$ cat config.mk
export PLATFORM = sky130hd
export DESIGN_NAME = ccop_timer
export DESIGN_NICKNAME = d
export VERILOG_FILES = /design/src/ccop_pkg.sv /design/src/ccop_oneshot.sv /design/src/ccop_pwm.sv /design/src/ccop_timer.sv
export SDC_FILE = /design/constraint.sdc
export NUM_CORES = 2
export LEC_CHECK = 0
export BUFFER_PORTS_ARGS = -buffer_cell sky130_fd_sc_hd__buf_2
export CAP_MARGIN = 10
export CORE_ASPECT_RATIO = 0.8
export CORE_MARGIN = 1
export CORE_UTILIZATION = 30
export CTS_BUF_LIST = sky130_fd_sc_hd__clkbuf_4 sky130_fd_sc_hd__clkbuf_8 sky130_fd_sc_hd__clkbuf_16
export CTS_CLUSTER_DIAMETER = 120
export CTS_CLUSTER_SIZE = 25
export DETAILED_ROUTE_END_ITERATION = 10
export PLACE_DENSITY = 0.52
export RECOVER_POWER = 25
export SKIP_LAST_GASP = 1
export SLEW_MARGIN = 5
export SYNTH_ARGS = -nofsm -noshare
export SYNTH_HDL_FRONTEND = slang
export SYNTH_SLANG_ARGS = --single-unit
$ cat constraint.sdc
create_clock -name clk -period 3.5 [get_ports clk]
set_clock_uncertainty 0.1 [all_clocks]
set_input_delay 0.7 -clock clk [delete_from_list [all_inputs] [get_ports clk]]
set_output_delay 0.7 -clock clk [all_outputs]
set_load 0.05 [all_outputs]
$ cat src/ccop_pkg.sv
// Constants, field codes and carrier types of the timer register block.
// Assumes one 50 MHz clock and a 16-bit internal bus that uses word indices.
// Functional notes
// - Each capcomp register is 16 bits, capture or compare by io control.
// - Capture loads the channel counter on the selected edge and sets flag.
// - Compare sets the match flag when register equals the counter.
// - Compare-match pin action follows the io control setting.
// - Capcomp registers take word accesses only.
// - Capcomp registers reset to all ones on reset and standby.
// - Channel 2 compare-matches go out to the pulse sequencer.
// - Eight 16-bit down-counters count on selected prescaled ticks.
// - Software loads counter, then sets start; counting runs while start is 1.
// - Underflow clears counter and start, stops, sets status flag together.
// - Linked channel 1 or 2 compare-match sets start when enabled.
// - Down-counters take word accesses only.
// - Down-counters reset to zero on reset and standby.
// - Offset base latches channel 1 counter on selected capture-A edge.
// - Offset base is word-read only; writes do nothing.
// - Offset base resets to zero on reset and standby.
// - Period match sets flag, restarts counter, copies staging into duty.
// - Period registers are 16-bit word RW, reset to all ones.
// - Each PWM channel has a 16-bit RW duty staging register.
// - Staging registers are word-only and reset to all ones.
// - Four 16-bit duty registers, one per PWM channel.
// - Counter equal to duty drives the PWM pin to 0.
// - Period match with non-zero duty drives pin 1, reloads counter with 1.
// - Duty at least period holds pin 1; zero duty holds pin 0.
// - Each one-shot pin is 1 while counting, 0 after underflow.
package ccop_pkg;
   // Word indices on the internal bus
   localparam logic [6:0] CC_BASE    = 7'h00;
   localparam logic [6:0] DOWN_BASE  = 7'h12;
   localparam logic [6:0] OBASE_IDX  = 7'h1A;
   localparam logic [6:0] PERIOD_BASE = 7'h1B;
   localparam logic [6:0] STAGE_BASE = 7'h1F;
   localparam logic [6:0] DUTY_BASE  = 7'h23;
   localparam logic [6:0] START_IDX  = 7'h27;
   localparam logic [6:0] LINK_IDX   = 7'h28;
   localparam logic [6:0] CCFLAG_LO  = 7'h29;
   localparam logic [6:0] CCFLAG_HI  = 7'h2A;
   localparam logic [6:0] DFLAG_IDX  = 7'h2B;
   localparam logic [6:0] PFLAG_IDX  = 7'h2C;
   // Reset values
   localparam logic [15:0] CC_RST     = 16'hFFFF;
   localparam logic [15:0] DOWN_RST   = 16'h0000;
   localparam logic [15:0] OBASE_RST  = 16'h0000;
   localparam logic [15:0] PERIOD_RST = 16'hFFFF;
   localparam logic [15:0] STAGE_RST  = 16'hFFFF;
   localparam logic [15:0] DUTY_RST   = 16'hFFFF;
   localparam logic [15:0] PWM_CNT_RST = 16'h0001;
   localparam logic [15:0] PWM_RELOAD = 16'h0001;
   // Edge select and compare pin action codes
   localparam logic [1:0] EDGE_RISE  = 2'h0;
   localparam logic [1:0] EDGE_FALL  = 2'h1;
   localparam logic [1:0] ACT_NONE   = 2'h0;
   localparam logic [1:0] ACT_LOW    = 2'h1;
   localparam logic [1:0] ACT_HIGH   = 2'h2;
   localparam logic [1:0] ACT_TOGGLE = 2'h3;

   typedef struct packed {
      logic       capture;
      logic [1:0] edge_sel;
      logic [1:0] out_act;
   } ccop_io_type;

   typedef struct packed {
      logic        req;
      logic        we;
      logic        word;
      logic [6:0]  addr;
      logic [15:0] wdata;
   } ccop_bus_req_type;

   typedef struct packed {
      logic        ack;
      logic [15:0] rdata;
   } ccop_bus_rsp_type;

   // Edges not named rise or fall count both ways
   function automatic logic edge_hit(input logic [1:0] sel, input logic prev, input logic cur);
      if (sel == EDGE_RISE) return cur & ~prev;
      if (sel == EDGE_FALL) return ~cur & prev;
      return cur ^ prev;
   endfunction

   // Channel 1..5 counter (0..4) that serves each capcomp register
   function automatic logic [2:0] cc_chan(input int i);
      if (i < 6) return 3'h0;
      if (i < 8) return 3'h1;
      if (i < 12) return 3'h2;
      if (i < 16) return 3'h3;
      return 3'h4;
   endfunction
endpackage

$ cat src/ccop_oneshot.sv
// One down-counter of the one-shot group.
// Assumes start is held by the parent and tick is a one-cycle prescaled pulse.
module ccop_oneshot (
   // Clock and reset
   input  wire logic        clk,
   input  wire logic        rst_n,
   input  wire logic        standby,
   // Control
   input  wire logic        wr_en,
   input  wire logic [15:0] wdata,
   input  wire logic        tick,
   input  wire logic        run,
   // Status
   output logic [15:0]      count,
   output logic             underflow
);
   typedef struct packed {
      logic [15:0] cnt;
   } ccop_os_state_type;

   ccop_os_state_type st_ff;
   ccop_os_state_type nxt_st;

   assign underflow = run & tick & ~wr_en & ~standby & (st_ff.cnt == ccop_pkg::DOWN_RST);

   always_comb begin
      nxt_st = st_ff;
      if (standby) begin
         nxt_st.cnt = ccop_pkg::DOWN_RST;
      end else if (wr_en) begin
         nxt_st.cnt = wdata;
      end else if (run && tick) begin
         nxt_st.cnt = underflow ? ccop_pkg::DOWN_RST : st_ff.cnt - 16'h0001;
      end
   end

   always_ff @(posedge clk or negedge rst_n) begin
      if (!rst_n) begin
         st_ff.cnt <= ccop_pkg::DOWN_RST;
      end else begin
         st_ff <= nxt_st;
      end
   end

   assign count = st_ff.cnt;
endmodule // ccop_oneshot

$ cat src/ccop_pwm.sv
// One buffered PWM channel: counter, period, staging and duty registers.
// Assumes tick is a one-cycle prescaled pulse from the shared prescaler.
module ccop_pwm (
   // Clock and reset
   input  wire logic        clk,
   input  wire logic        rst_n,
   input  wire logic        standby,
   // Tick and register writes
   input  wire logic        tick,
   input  wire logic        wr_period,
   input  wire logic        wr_stage,
   input  wire logic        wr_duty,
   input  wire logic [15:0] wdata,
   // Register, pin and period-match outputs
   output logic [15:0]      period,
   output logic [15:0]      stage,
   output logic [15:0]      duty,
   output logic             pwm_output_pin,
   output logic             period_match
);
   typedef struct packed {
      logic [15:0] cnt;
      logic [15:0] period;
      logic [15:0] stage;
      logic [15:0] duty;
      logic        pin;
   } ccop_pwm_state_type;

   localparam ccop_pwm_state_type ST_RST = '{cnt: ccop_pkg::PWM_CNT_RST, period: ccop_pkg::PERIOD_RST,
      stage: ccop_pkg::STAGE_RST, duty: ccop_pkg::DUTY_RST, pin: 1'b0};

   ccop_pwm_state_type st_ff;
   ccop_pwm_state_type nxt_st;

   assign period_match = tick & ~standby & (st_ff.cnt == st_ff.period);

   always_comb begin
      nxt_st = st_ff;
      if (period_match) begin
         nxt_st.cnt = ccop_pkg::PWM_RELOAD;
         nxt_st.duty = st_ff.stage;
      end else if (tick) begin
         nxt_st.cnt = st_ff.cnt + 16'h0001;
      end
      if (st_ff.duty == 16'h0000) begin
         nxt_st.pin = 1'b0;
      end else if (st_ff.duty >= st_ff.period) begin
         nxt_st.pin = 1'b1;
      end else if (period_match) begin
         nxt_st.pin = 1'b1;
      end else if (st_ff.cnt == st_ff.duty) begin
         nxt_st.pin = 1'b0;
      end
      if (wr_period) nxt_st.period = wdata;
      if (wr_stage) nxt_st.stage = wdata;
      if (wr_duty) nxt_st.duty = wdata;
      if (standby) nxt_st = ST_RST;
   end

   always_ff @(posedge clk or negedge rst_n) begin
      if (!rst_n) begin
         st_ff <= ST_RST;
      end else begin
         st_ff <= nxt_st;
      end
   end

   assign period = st_ff.period;
   assign stage = st_ff.stage;
   assign duty = st_ff.duty;
   assign pwm_output_pin = st_ff.pin;
endmodule // ccop_pwm

$ cat src/ccop_timer.sv
// Register block of the multi-channel timer: capcomp, one-shot, offset base, PWM.
// Assumes counters 1..5 and prescaled ticks come from same-clock logic;
// pins arrive asynchronously and are synchronised here.
module ccop_timer (
   // Clock and reset
   input  wire logic                                clk,
   input  wire logic                                rst_n,
   input  wire logic                                standby,
   // Internal word bus
   input  wire ccop_pkg::ccop_bus_req_type          bus_req,
   output ccop_pkg::ccop_bus_rsp_type               bus_rsp,
   // Capcomp channel setup and counters
   input  wire ccop_pkg::ccop_io_type [17:0]        io_control_reg,
   input  wire logic [4:0][15:0]                    free_run_counter,
   input  wire logic [4:0]                          free_run_step,
   // Capture pins and offset-base edge select
   input  wire logic [17:0]                         cap_pin,
   input  wire logic                                ch0_capture_a,
   input  wire logic [1:0]                          ch1_io_control_a,
   // Prescaled ticks
   input  wire logic                                down_tick_af,
   input  wire logic                                down_tick_gh,
   input  wire logic [3:0]                          pwm_tick,
   // Pins and events out
   output logic [17:0]                              cc_pin_out,
   output logic [17:0]                              cc_pin_oe_n,
   output logic [1:0]                               pulse_sequencer_match,
   output logic [7:0]                               oneshot_pin,
   output logic [3:0]                               pwm_output_pin
);
   typedef struct packed {
      logic [17:0][15:0] cc;
      logic [17:0]       cc_pin;
      logic [17:0]       cc_flag;
      logic [17:0]       s1;
      logic [17:0]       s2;
      logic [17:0]       s3;
      logic [2:0]        tg;
      logic [15:0]       obase;
      logic [7:0]        start;
      logic [7:0]        link;
      logic [7:0]        dflag;
      logic [3:0]        pflag;
      logic [1:0]        cm2;
      logic [15:0]       rdata;
      logic              ack;
   } ccop_main_state_type;

   localparam ccop_main_state_type ST_RST = '{cc: {18{ccop_pkg::CC_RST}}, cc_pin: 18'h00000,
      cc_flag: 18'h00000, s1: 18'h00000, s2: 18'h00000, s3: 18'h00000, tg: 3'h0,
      obase: ccop_pkg::OBASE_RST, start: 8'h00, link: 8'h00, dflag: 8'h00, pflag: 4'h0,
      cm2: 2'h0, rdata: 16'h0000, ack: 1'b0};

   ccop_main_state_type st_ff;
   ccop_main_state_type nxt_st;

   logic        wr_ok;
   logic        rd_ok;
   logic [17:0] match;
   logic [17:0] cap_hit;
   logic        obase_hit;
   logic [17:0] cc_clr;
   logic [15:0] rd_val;
   logic [7:0][15:0] down_val;
   logic [7:0]  uflow;
   logic [3:0][15:0] period_val;
   logic [3:0][15:0] stage_val;
   logic [3:0][15:0] duty_val;
   logic [3:0]  pmatch;

   assign wr_ok = bus_req.req & bus_req.we & bus_req.word;
   assign rd_ok = bus_req.req & ~bus_req.we & bus_req.word;

   // Compare and capture detection per capcomp register
   always_comb begin
      for (int i = 0; i < 18; i++) begin
         match[i] = ~io_control_reg[i].capture & free_run_step[ccop_pkg::cc_chan(i)]
                    & (free_run_counter[ccop_pkg::cc_chan(i)] == st_ff.cc[i]);
         cap_hit[i] = io_control_reg[i].capture
                      & ccop_pkg::edge_hit(io_control_reg[i].edge_sel, st_ff.s3[i], st_ff.s2[i]);
      end
   end

   assign obase_hit = ccop_pkg::edge_hit(ch1_io_control_a, st_ff.tg[2], st_ff.tg[1]);

   // Flag clears by writing ones
   always_comb begin
      cc_clr = 18'h00000;
      if (wr_ok && bus_req.addr == ccop_pkg::CCFLAG_LO) cc_clr[15:0] = bus_req.wdata;
      if (wr_ok && bus_req.addr == ccop_pkg::CCFLAG_HI) cc_clr[17:16] = bus_req.wdata[1:0];
   end

   // Read mux; unmapped words read as zero
   always_comb begin
      rd_val = 16'h0000;
      for (int i = 0; i < 18; i++) begin
         if (bus_req.addr == 7'(ccop_pkg::CC_BASE + i)) rd_val = st_ff.cc[i];
      end
      for (int k = 0; k < 8; k++) begin
         if (bus_req.addr == 7'(ccop_pkg::DOWN_BASE + k)) rd_val = down_val[k];
      end
      for (int p = 0; p < 4; p++) begin
         if (bus_req.addr == 7'(ccop_pkg::PERIOD_BASE + p)) rd_val = period_val[p];
         if (bus_req.addr == 7'(ccop_pkg::STAGE_BASE + p)) rd_val = stage_val[p];
         if (bus_req.addr == 7'(ccop_pkg::DUTY_BASE + p)) rd_val = duty_val[p];
      end
      unique case (bus_req.addr)
         ccop_pkg::OBASE_IDX: rd_val = st_ff.obase;
         ccop_pkg::START_IDX: rd_val = {8'h00, st_ff.start};
         ccop_pkg::LINK_IDX:  rd_val = {8'h00, st_ff.link};
         ccop_pkg::CCFLAG_LO: rd_val = st_ff.cc_flag[15:0];
         ccop_pkg::CCFLAG_HI: rd_val = {14'h0000, st_ff.cc_flag[17:16]};
         ccop_pkg::DFLAG_IDX: rd_val = {8'h00, st_ff.dflag};
         ccop_pkg::PFLAG_IDX: rd_val = {12'h000, st_ff.pflag};
         default: ;
      endcase
   end

   always_comb begin
      nxt_st = st_ff;
      for (int i = 0; i < 18; i++) begin
         if (wr_ok && bus_req.addr == 7'(ccop_pkg::CC_BASE + i)) nxt_st.cc[i] = bus_req.wdata;
         if (cap_hit[i]) nxt_st.cc[i] = free_run_counter[ccop_pkg::cc_chan(i)];
         if (match[i]) begin
            unique case (io_control_reg[i].out_act)
               ccop_pkg::ACT_NONE:   nxt_st.cc_pin[i] = st_ff.cc_pin[i];
               ccop_pkg::ACT_LOW:    nxt_st.cc_pin[i] = 1'b0;
               ccop_pkg::ACT_HIGH:   nxt_st.cc_pin[i] = 1'b1;
               ccop_pkg::ACT_TOGGLE: nxt_st.cc_pin[i] = ~st_ff.cc_pin[i];
            endcase
         end
      end
      nxt_st.cc_flag = (st_ff.cc_flag & ~cc_clr) | match | cap_hit;
      nxt_st.cm2 = match[7:6];
      // no write path to offset base
      if (obase_hit) nxt_st.obase = free_run_counter[0];
      if (wr_ok && bus_req.addr == ccop_pkg::LINK_IDX) nxt_st.link = bus_req.wdata[7:0];
      if (wr_ok && bus_req.addr == ccop_pkg::START_IDX) nxt_st.start = bus_req.wdata[7:0];
      nxt_st.start = nxt_st.start | (st_ff.link & match[7:0]);
      nxt_st.start = nxt_st.start & ~uflow;
      nxt_st.dflag = st_ff.dflag | uflow;
      if (wr_ok && bus_req.addr == ccop_pkg::DFLAG_IDX) begin
         nxt_st.dflag = (st_ff.dflag & ~bus_req.wdata[7:0]) | uflow;
      end
      nxt_st.pflag = st_ff.pflag | pmatch;
      if (wr_ok && bus_req.addr == ccop_pkg::PFLAG_IDX) begin
         nxt_st.pflag = (st_ff.pflag & ~bus_req.wdata[3:0]) | pmatch;
      end
      if (standby) begin
         nxt_st = ST_RST;
      end
      // Pin synchronisers: first stage feeds only the second
      // Kept through standby so a pin held high gives no false edge
      nxt_st.s1 = cap_pin;
      nxt_st.s2 = st_ff.s1;
      nxt_st.s3 = st_ff.s2;
      nxt_st.tg = {st_ff.tg[1:0], ch0_capture_a};
      // Bus answers even in standby; odd sizes read zero
      nxt_st.ack = bus_req.req;
      nxt_st.rdata = rd_ok ? rd_val : 16'h0000;
   end

   always_ff @(posedge clk or negedge rst_n) begin
      if (!rst_n) begin
         st_ff <= ST_RST;
      end else begin
         st_ff <= nxt_st;
      end
   end

   // eight down-counters, ticks split A-F and G-H
   for (genvar k = 0; k < 8; k++) begin : g_oneshot
      ccop_oneshot u_oneshot (
         .clk       (clk),
         .rst_n     (rst_n),
         .standby   (standby),
         .wr_en     (wr_ok && bus_req.addr == 7'(ccop_pkg::DOWN_BASE + k)),
         .wdata     (bus_req.wdata),
         .tick      ((k < 6) ? down_tick_af : down_tick_gh),
         .run       (st_ff.start[k]),
         .count     (down_val[k]),
         .underflow (uflow[k])
      );
   end

   for (genvar p = 0; p < 4; p++) begin : g_pwm
      ccop_pwm u_pwm (
         .clk            (clk),
         .rst_n          (rst_n),
         .standby        (standby),
         .tick           (pwm_tick[p]),
         .wr_period      (wr_ok && bus_req.addr == 7'(ccop_pkg::PERIOD_BASE + p)),
         .wr_stage       (wr_ok && bus_req.addr == 7'(ccop_pkg::STAGE_BASE + p)),
         .wr_duty        (wr_ok && bus_req.addr == 7'(ccop_pkg::DUTY_BASE + p)),
         .wdata          (bus_req.wdata),
         .period         (period_val[p]),
         .stage          (stage_val[p]),
         .duty           (duty_val[p]),
         .pwm_output_pin (pwm_output_pin[p]),
         .period_match   (pmatch[p])
      );
   end

   assign bus_rsp.ack = st_ff.ack;
   assign bus_rsp.rdata = st_ff.rdata;
   assign cc_pin_out = st_ff.cc_pin;
   assign pulse_sequencer_match = st_ff.cm2;
   assign oneshot_pin = st_ff.start;
   always_comb begin
      for (int i = 0; i < 18; i++) cc_pin_oe_n[i] = io_control_reg[i].capture;
   end
endmodule // ccop_timer

## Word-level counts from Yosys, hierarchy flattened

Index checks and enable logic that the tools add are counted.
W data, S select, Z words.

- Register bits: 832
- Bits in latches: 0
- Memories kept: 0
- RAM bits: 0
- Output and inout bits: 67
- Bits in read-only memories: 0

- Add/subtract/negate cells: 12
- Shift operators: 0
- Divide/modulo/power cells: 0
- Equal/unequal tests: 161
- Order comparisons: 20
- Reductions and logical operators: 186
- Multipliers: 0
- Bitwise operators: 255
- Muxes and demuxes: 507

Operators with widths:

| operator | count |
|---|---|
| $mux W16 | 149 |
| $bmux W16 S3 | 16 |
| $mux W444 | 1 |
| $eq A16 B16 Y1 | 26 |
| $mux W65 | 4 |
| $mux W1 | 255 |
| $logic_not A16 Y1 | 12 |
| $mux W3 | 58 |
| $and A1 B1 Y1 | 136 |
| $sub A16 B1 Y16 const B | 8 |
| $eq A7 B5 Y1 const B | 16 |
| $pmux W16 S7 | 1 |
| $reduce_bool A3 Y1 | 34 |
| $eq A7 B6 Y1 const B | 13 |
| $not A1 Y1 | 84 |
| $eq A2 B1 Y1 const B | 37 |
| $logic_not A2 Y1 | 37 |
| $eq A2 B2 Y1 const B | 36 |
| $add A16 B1 Y16 const B | 4 |
| $ge A16 B16 Y1 | 4 |
| $lt A3 B4 Y1 const B | 16 |
| $eq A7 B4 Y1 const B | 8 |
| $reduce_bool A2 Y1 | 28 |
| $pmux W1 S3 | 18 |
| 21 further kinds | 140 |

## Longest topological paths before layout

- Word-level depth: 41
- Depth in mapped cells: 13

## Modules after synthesis

From an unflattened synthesis, not the netlist that was laid out.

- Cells, all modules: 6,077
- Area total of the unflattened synthesis: 55,545.8 um2

Modules (own cells, without submodules):

| module | cells each | area each (um2) | instances |
|---|---|---|---|
| ccop_timer | 3,436 | 30,359.1 | 1 |
| ccop_pwm (g_pwm[0].u_pwm ...) | 450 | 4,336.7 | 2 |
| ccop_oneshot | 104 | 977.2 | 8 |
| ccop_pwm (g_pwm[2].u_pwm) | 451 | 4,351.7 | 1 |
| ccop_pwm (g_pwm[3].u_pwm) | 458 | 4,344.2 | 1 |

## Worst setup path after synthesis

Ideal clock, no wire load.

- Path type: input -> register
- From: in bus_req[16] (netlist name)
- To: reg st_ff (netlist bit bus_rsp[6])
- Cell stages on the path: 10
- Path buffers: 4
- Path slack: 0.776 ns
- Library setup time: 0.138 ns
- Arrival time: 2.486 ns
- Cells stage by stage: buf_2 buf_6 buf_6 and4bb_2 buf_2 nand2_1 o221ai_1 or4_1 a21oi_1 a21oi_1

RTL lines:

| item | line | RTL |
|---|---|---|
| start, declared | ccop_timer.sv:10 | `input wire ccop_pkg::ccop_bus_req_type bus_req,` |
| end signal, assigned | ccop_timer.sv:167 | `st_ff <= nxt_st;` |
| end, declared | ccop_timer.sv:54 | `ccop_main_state_type st_ff;` |

==> results by group <==
Status
  – Status: complete, but fails checks
  – Violated checks: capacitance limit, slew limit

Timing
  – Fin crit period: 3.26 ns
  – Fin. Hold Viols: 0
  – Worst Max-Slew Pin Slew: 2.41 ns
  – Worst rel slew slack: -0.604
  – Fin Setup TNS: 0 ns
  – Final WS setup: 0.241 ns
  – Maximum clock frequency: 307 MHz
  – RSZ-0062 raised after global routing: no
  – Slew Limit Fails: 41
  – Period utilization: 0.931
  – # setup viols final: 0

Worst hold path
  – Worst hold path type: in -> reg
  – Hold Path End: cc_pin_out[1]$_DFFE_PN0P_
  – Cell depth of the worst hold path: 4
  – Worst hold start: io_control_reg[5]

Power
  – VDD IR-drop max: 0.000317 V
  – Ratio of total power to cell area: 385 nW/um^2
  – Lkg Pwr: 26.2 nW

Cells and area
  – Layout area overhead: 14.1%
  – # fillers: roughly 18000
  – Share of cells above drive strength 1: 0.236
  – Most common cell after layout, fill and taps aside: nand2_1
  – Final nets: 6551
  – Non-Filler Instances: 8626
  – Most frequent cells in the layout: 643 x nand2_1, 553 x nor2_1, 500 x a21oi_1

Routing
  – Avg WL per Cell: 31.1 um
  – DR pass1 iterations: 11
  – Routed WL: 268000 um
  – Via count: 50840
  – Vias/cell: 5.89
  – Routed Antenna Nets: 0
  – Residual DRC count: 0
  – First-iteration detailed-routing DRC count: slightly above 7000

CTS
  – Clock latency on the worst-skew pair: around 0.70 ns
  – Sink Count: between 800 and 900
  – Post-CTS Setup Bufs: 0
  – Inserted Clock Buffers: 42
  – Max Buffers Root-to-Sink: 3
  – CTS tree: done
  – CTS root buf: clkbuf_16
  – H-Tree Depth: 2
  – Clock slew at reported path FFs: 0.11 ns
  – # hold bufs at CTS: 21
  – # resized after CTS: 0

Floorplanning
  – Die Span Y: 380 um
  – I/O pin total: 298
  – Die width: about 470 um
  – Die ar.: approximately 180000 um^2
  – Core area: approximately 180000 um^2
  – Starting Density: 0.302
  – Num rows: 138

Placement
  – Placed insts: around 8500
  – Buffers on Ports: 297
  – RD Place Congestion: between 1 and 1.5
  – Dpl ws: -0.353 ns
  – Final HPWL DP: around 200000 um

Logic synthesis
  – Main flop type after synthesis: dfstp_2
  – Synth cell types: 109
  – Register area share after synthesis: 0.400
  – Post-synth EDFFs: 0
  – Synth Net Count: around 6300
  – Synth warn: 0
  – Synth async-reset ratio: 1.00
  – Post-synthesis register bit count: between 800 and 900
  – Mapped cell area: approximately 54000 um^2
  – Post-Synthesis Cells: a little under 6000
  – Post-Syn Area per Cell: 9.02 um^2

Critical path
  – Critical path type: in -> reg
  – R2R setup slack: 0.47 ns
  – Reg2reg path depth: 9
  – Startpoint Class: input port
  – Arrival @ worst endpoint: 3.72 ns
  – CP peak stage delay: approximately 0.7 ns
  – Worst r2r dst: g_oneshot[5].u_oneshot.count[12]$_DFFE_PN0P_
  – CP max-delay cell: nor3_2
  – Worst r2r src: g_oneshot[5].u_oneshot.count[1]$_DFFE_PN0P_
  – CP max FO: 10
  – Cell Chain, Critical Path: dlygate4sd3_1 -> clkbuf_1 -> nand3_1 -> buf_12 -> nor3_2 -> buf_4 -> nand2_1 -> a32oi_1 -> nor2_1
  – CP required: 3.96 ns
  – CP endpoint kind: flip-flop

Global route
  – Vias in the first global route: roughly 47000
  – First-pass GRT wire length: 377000 um
  – Initial antenna violation count: 16
  – Largest net degree at the start of global routing: 83
  – Total Routing Usage GR: 0.290
  – Grt total ovfl: 0

Job
  – Max-cap viol count: 1
## area by class of cell
| cell class | instances | area, um^2 | share of cell area |
|---|---|---|---|
| Timing Repair Buffer | 745 | 5520 | 0.0903 |
| Multi-Input combinational cell | 4424 | 29200 | 0.477 |
| Antenna cell | 9 | 22.5 | 0.000368 |
| Inverter | 161 | 612 | 0.0100 |
| Sequential cell | 832 | 21400 | 0.350 |
| Tap cell | 2380 | 2980 | 0.0487 |
| Clock inverter | 8 | 139 | 0.00227 |
| Clock buffer | 67 | 1280 | 0.0209 |
## worst max-delay path by stage
stage                     start                                          end  cells past startpoint
floorplan           bus_req[16]                         bus_rsp[6]$_DFF_PN0_                     10
global placement    bus_req[19]                         bus_rsp[4]$_DFF_PN0_                     12
detailed placement  bus_req[19]                         bus_rsp[4]$_DFF_PN0_                     12
CTS                 bus_req[19]                         bus_rsp[4]$_DFF_PN0_                     12
global route        bus_req[25]  g_oneshot[6].u_oneshot.count[9]$_DFFE_PN0P_                      8
finish              bus_req[25]                          st_ff[24]$_DFF_PN0_                      9
## per-layer routing
metal,wire length [um],global-route usage,vias to the layer above
met2,109000,0.404,3033
met1,119000,0.428,25675
met5,69,0,-
met4,9660,0.0911,10
met3,30700,0.0752,439
li1,-,-,21683
## report_power, final
group	switching [mW]	internal, mW	total [mW]
logic	3.08	1.94	5.03
registers	1.43	10.6	12.0
clock network	3.80	2.70	6.50
## kinds of logic after synthesis
kind of cell | synth area share
adder cells (fa/ha/maj) | 0.0266
flip-flops | 0.400
multiplexers | 0.0919
AND/OR/NAND/NOR | 0.173
buffers and inverters | 0.0585
AO/OA/AOI/OAI | 0.168
XOR/XNOR | 0.0821
## critical path: cells and delay by family
family | cells | cell delay [ns]
compound gates | 1 | 0.18
buf+inv | 4 | 1.39
simple gates | 4 | 1.42
## registers in the layout, indices dropped and copies added (netlist names)
name,cells
bus_rsp,17
nxt_st,38
g_pwm.u_pwm.stage,64
cc_pin_out,18
g_pwm.u_pwm.duty,64
st_ff,361
g_pwm.u_pwm.pwm_output_pin,4
pulse_sequencer_match,2
g_oneshot.u_oneshot.count,128
oneshot_pin,8
g_pwm.u_pwm.period,64
g_pwm.u_pwm.st_ff,64
## synthesized netlist by cell type, drive strengths merged, types with 161 or more instances
cell type | n | share of area
nand2 | 646 | 0.045
dfrtp | 348 | 0.16
mux2i | 374 | 0.070
a21oi | 505 | 0.048
xor2 | 336 | 0.055
clkbuf | 281 | 0.020
buf | 243 | 0.028
xnor2 | 166 | 0.027
inv | 161 | 0.011
dfstp | 484 | 0.24
o21ai | 214 | 0.020
nor2 | 574 | 0.041
## per-stage QoR
step	power (mW)	hold slack (ns)	utilization	instance area, um^2
floorplan	14.4	0.231	-	53600
global placement	16.9	0.232	0.336	59500
detailed placement	16.9	0.236	0.336	59500
CTS	23.4	0.113	0.345	61200
global route	24.3	0.140	0.345	61100
finish	23.5	0.151	0.345	61100
Power figures use the tool's default switching activity.
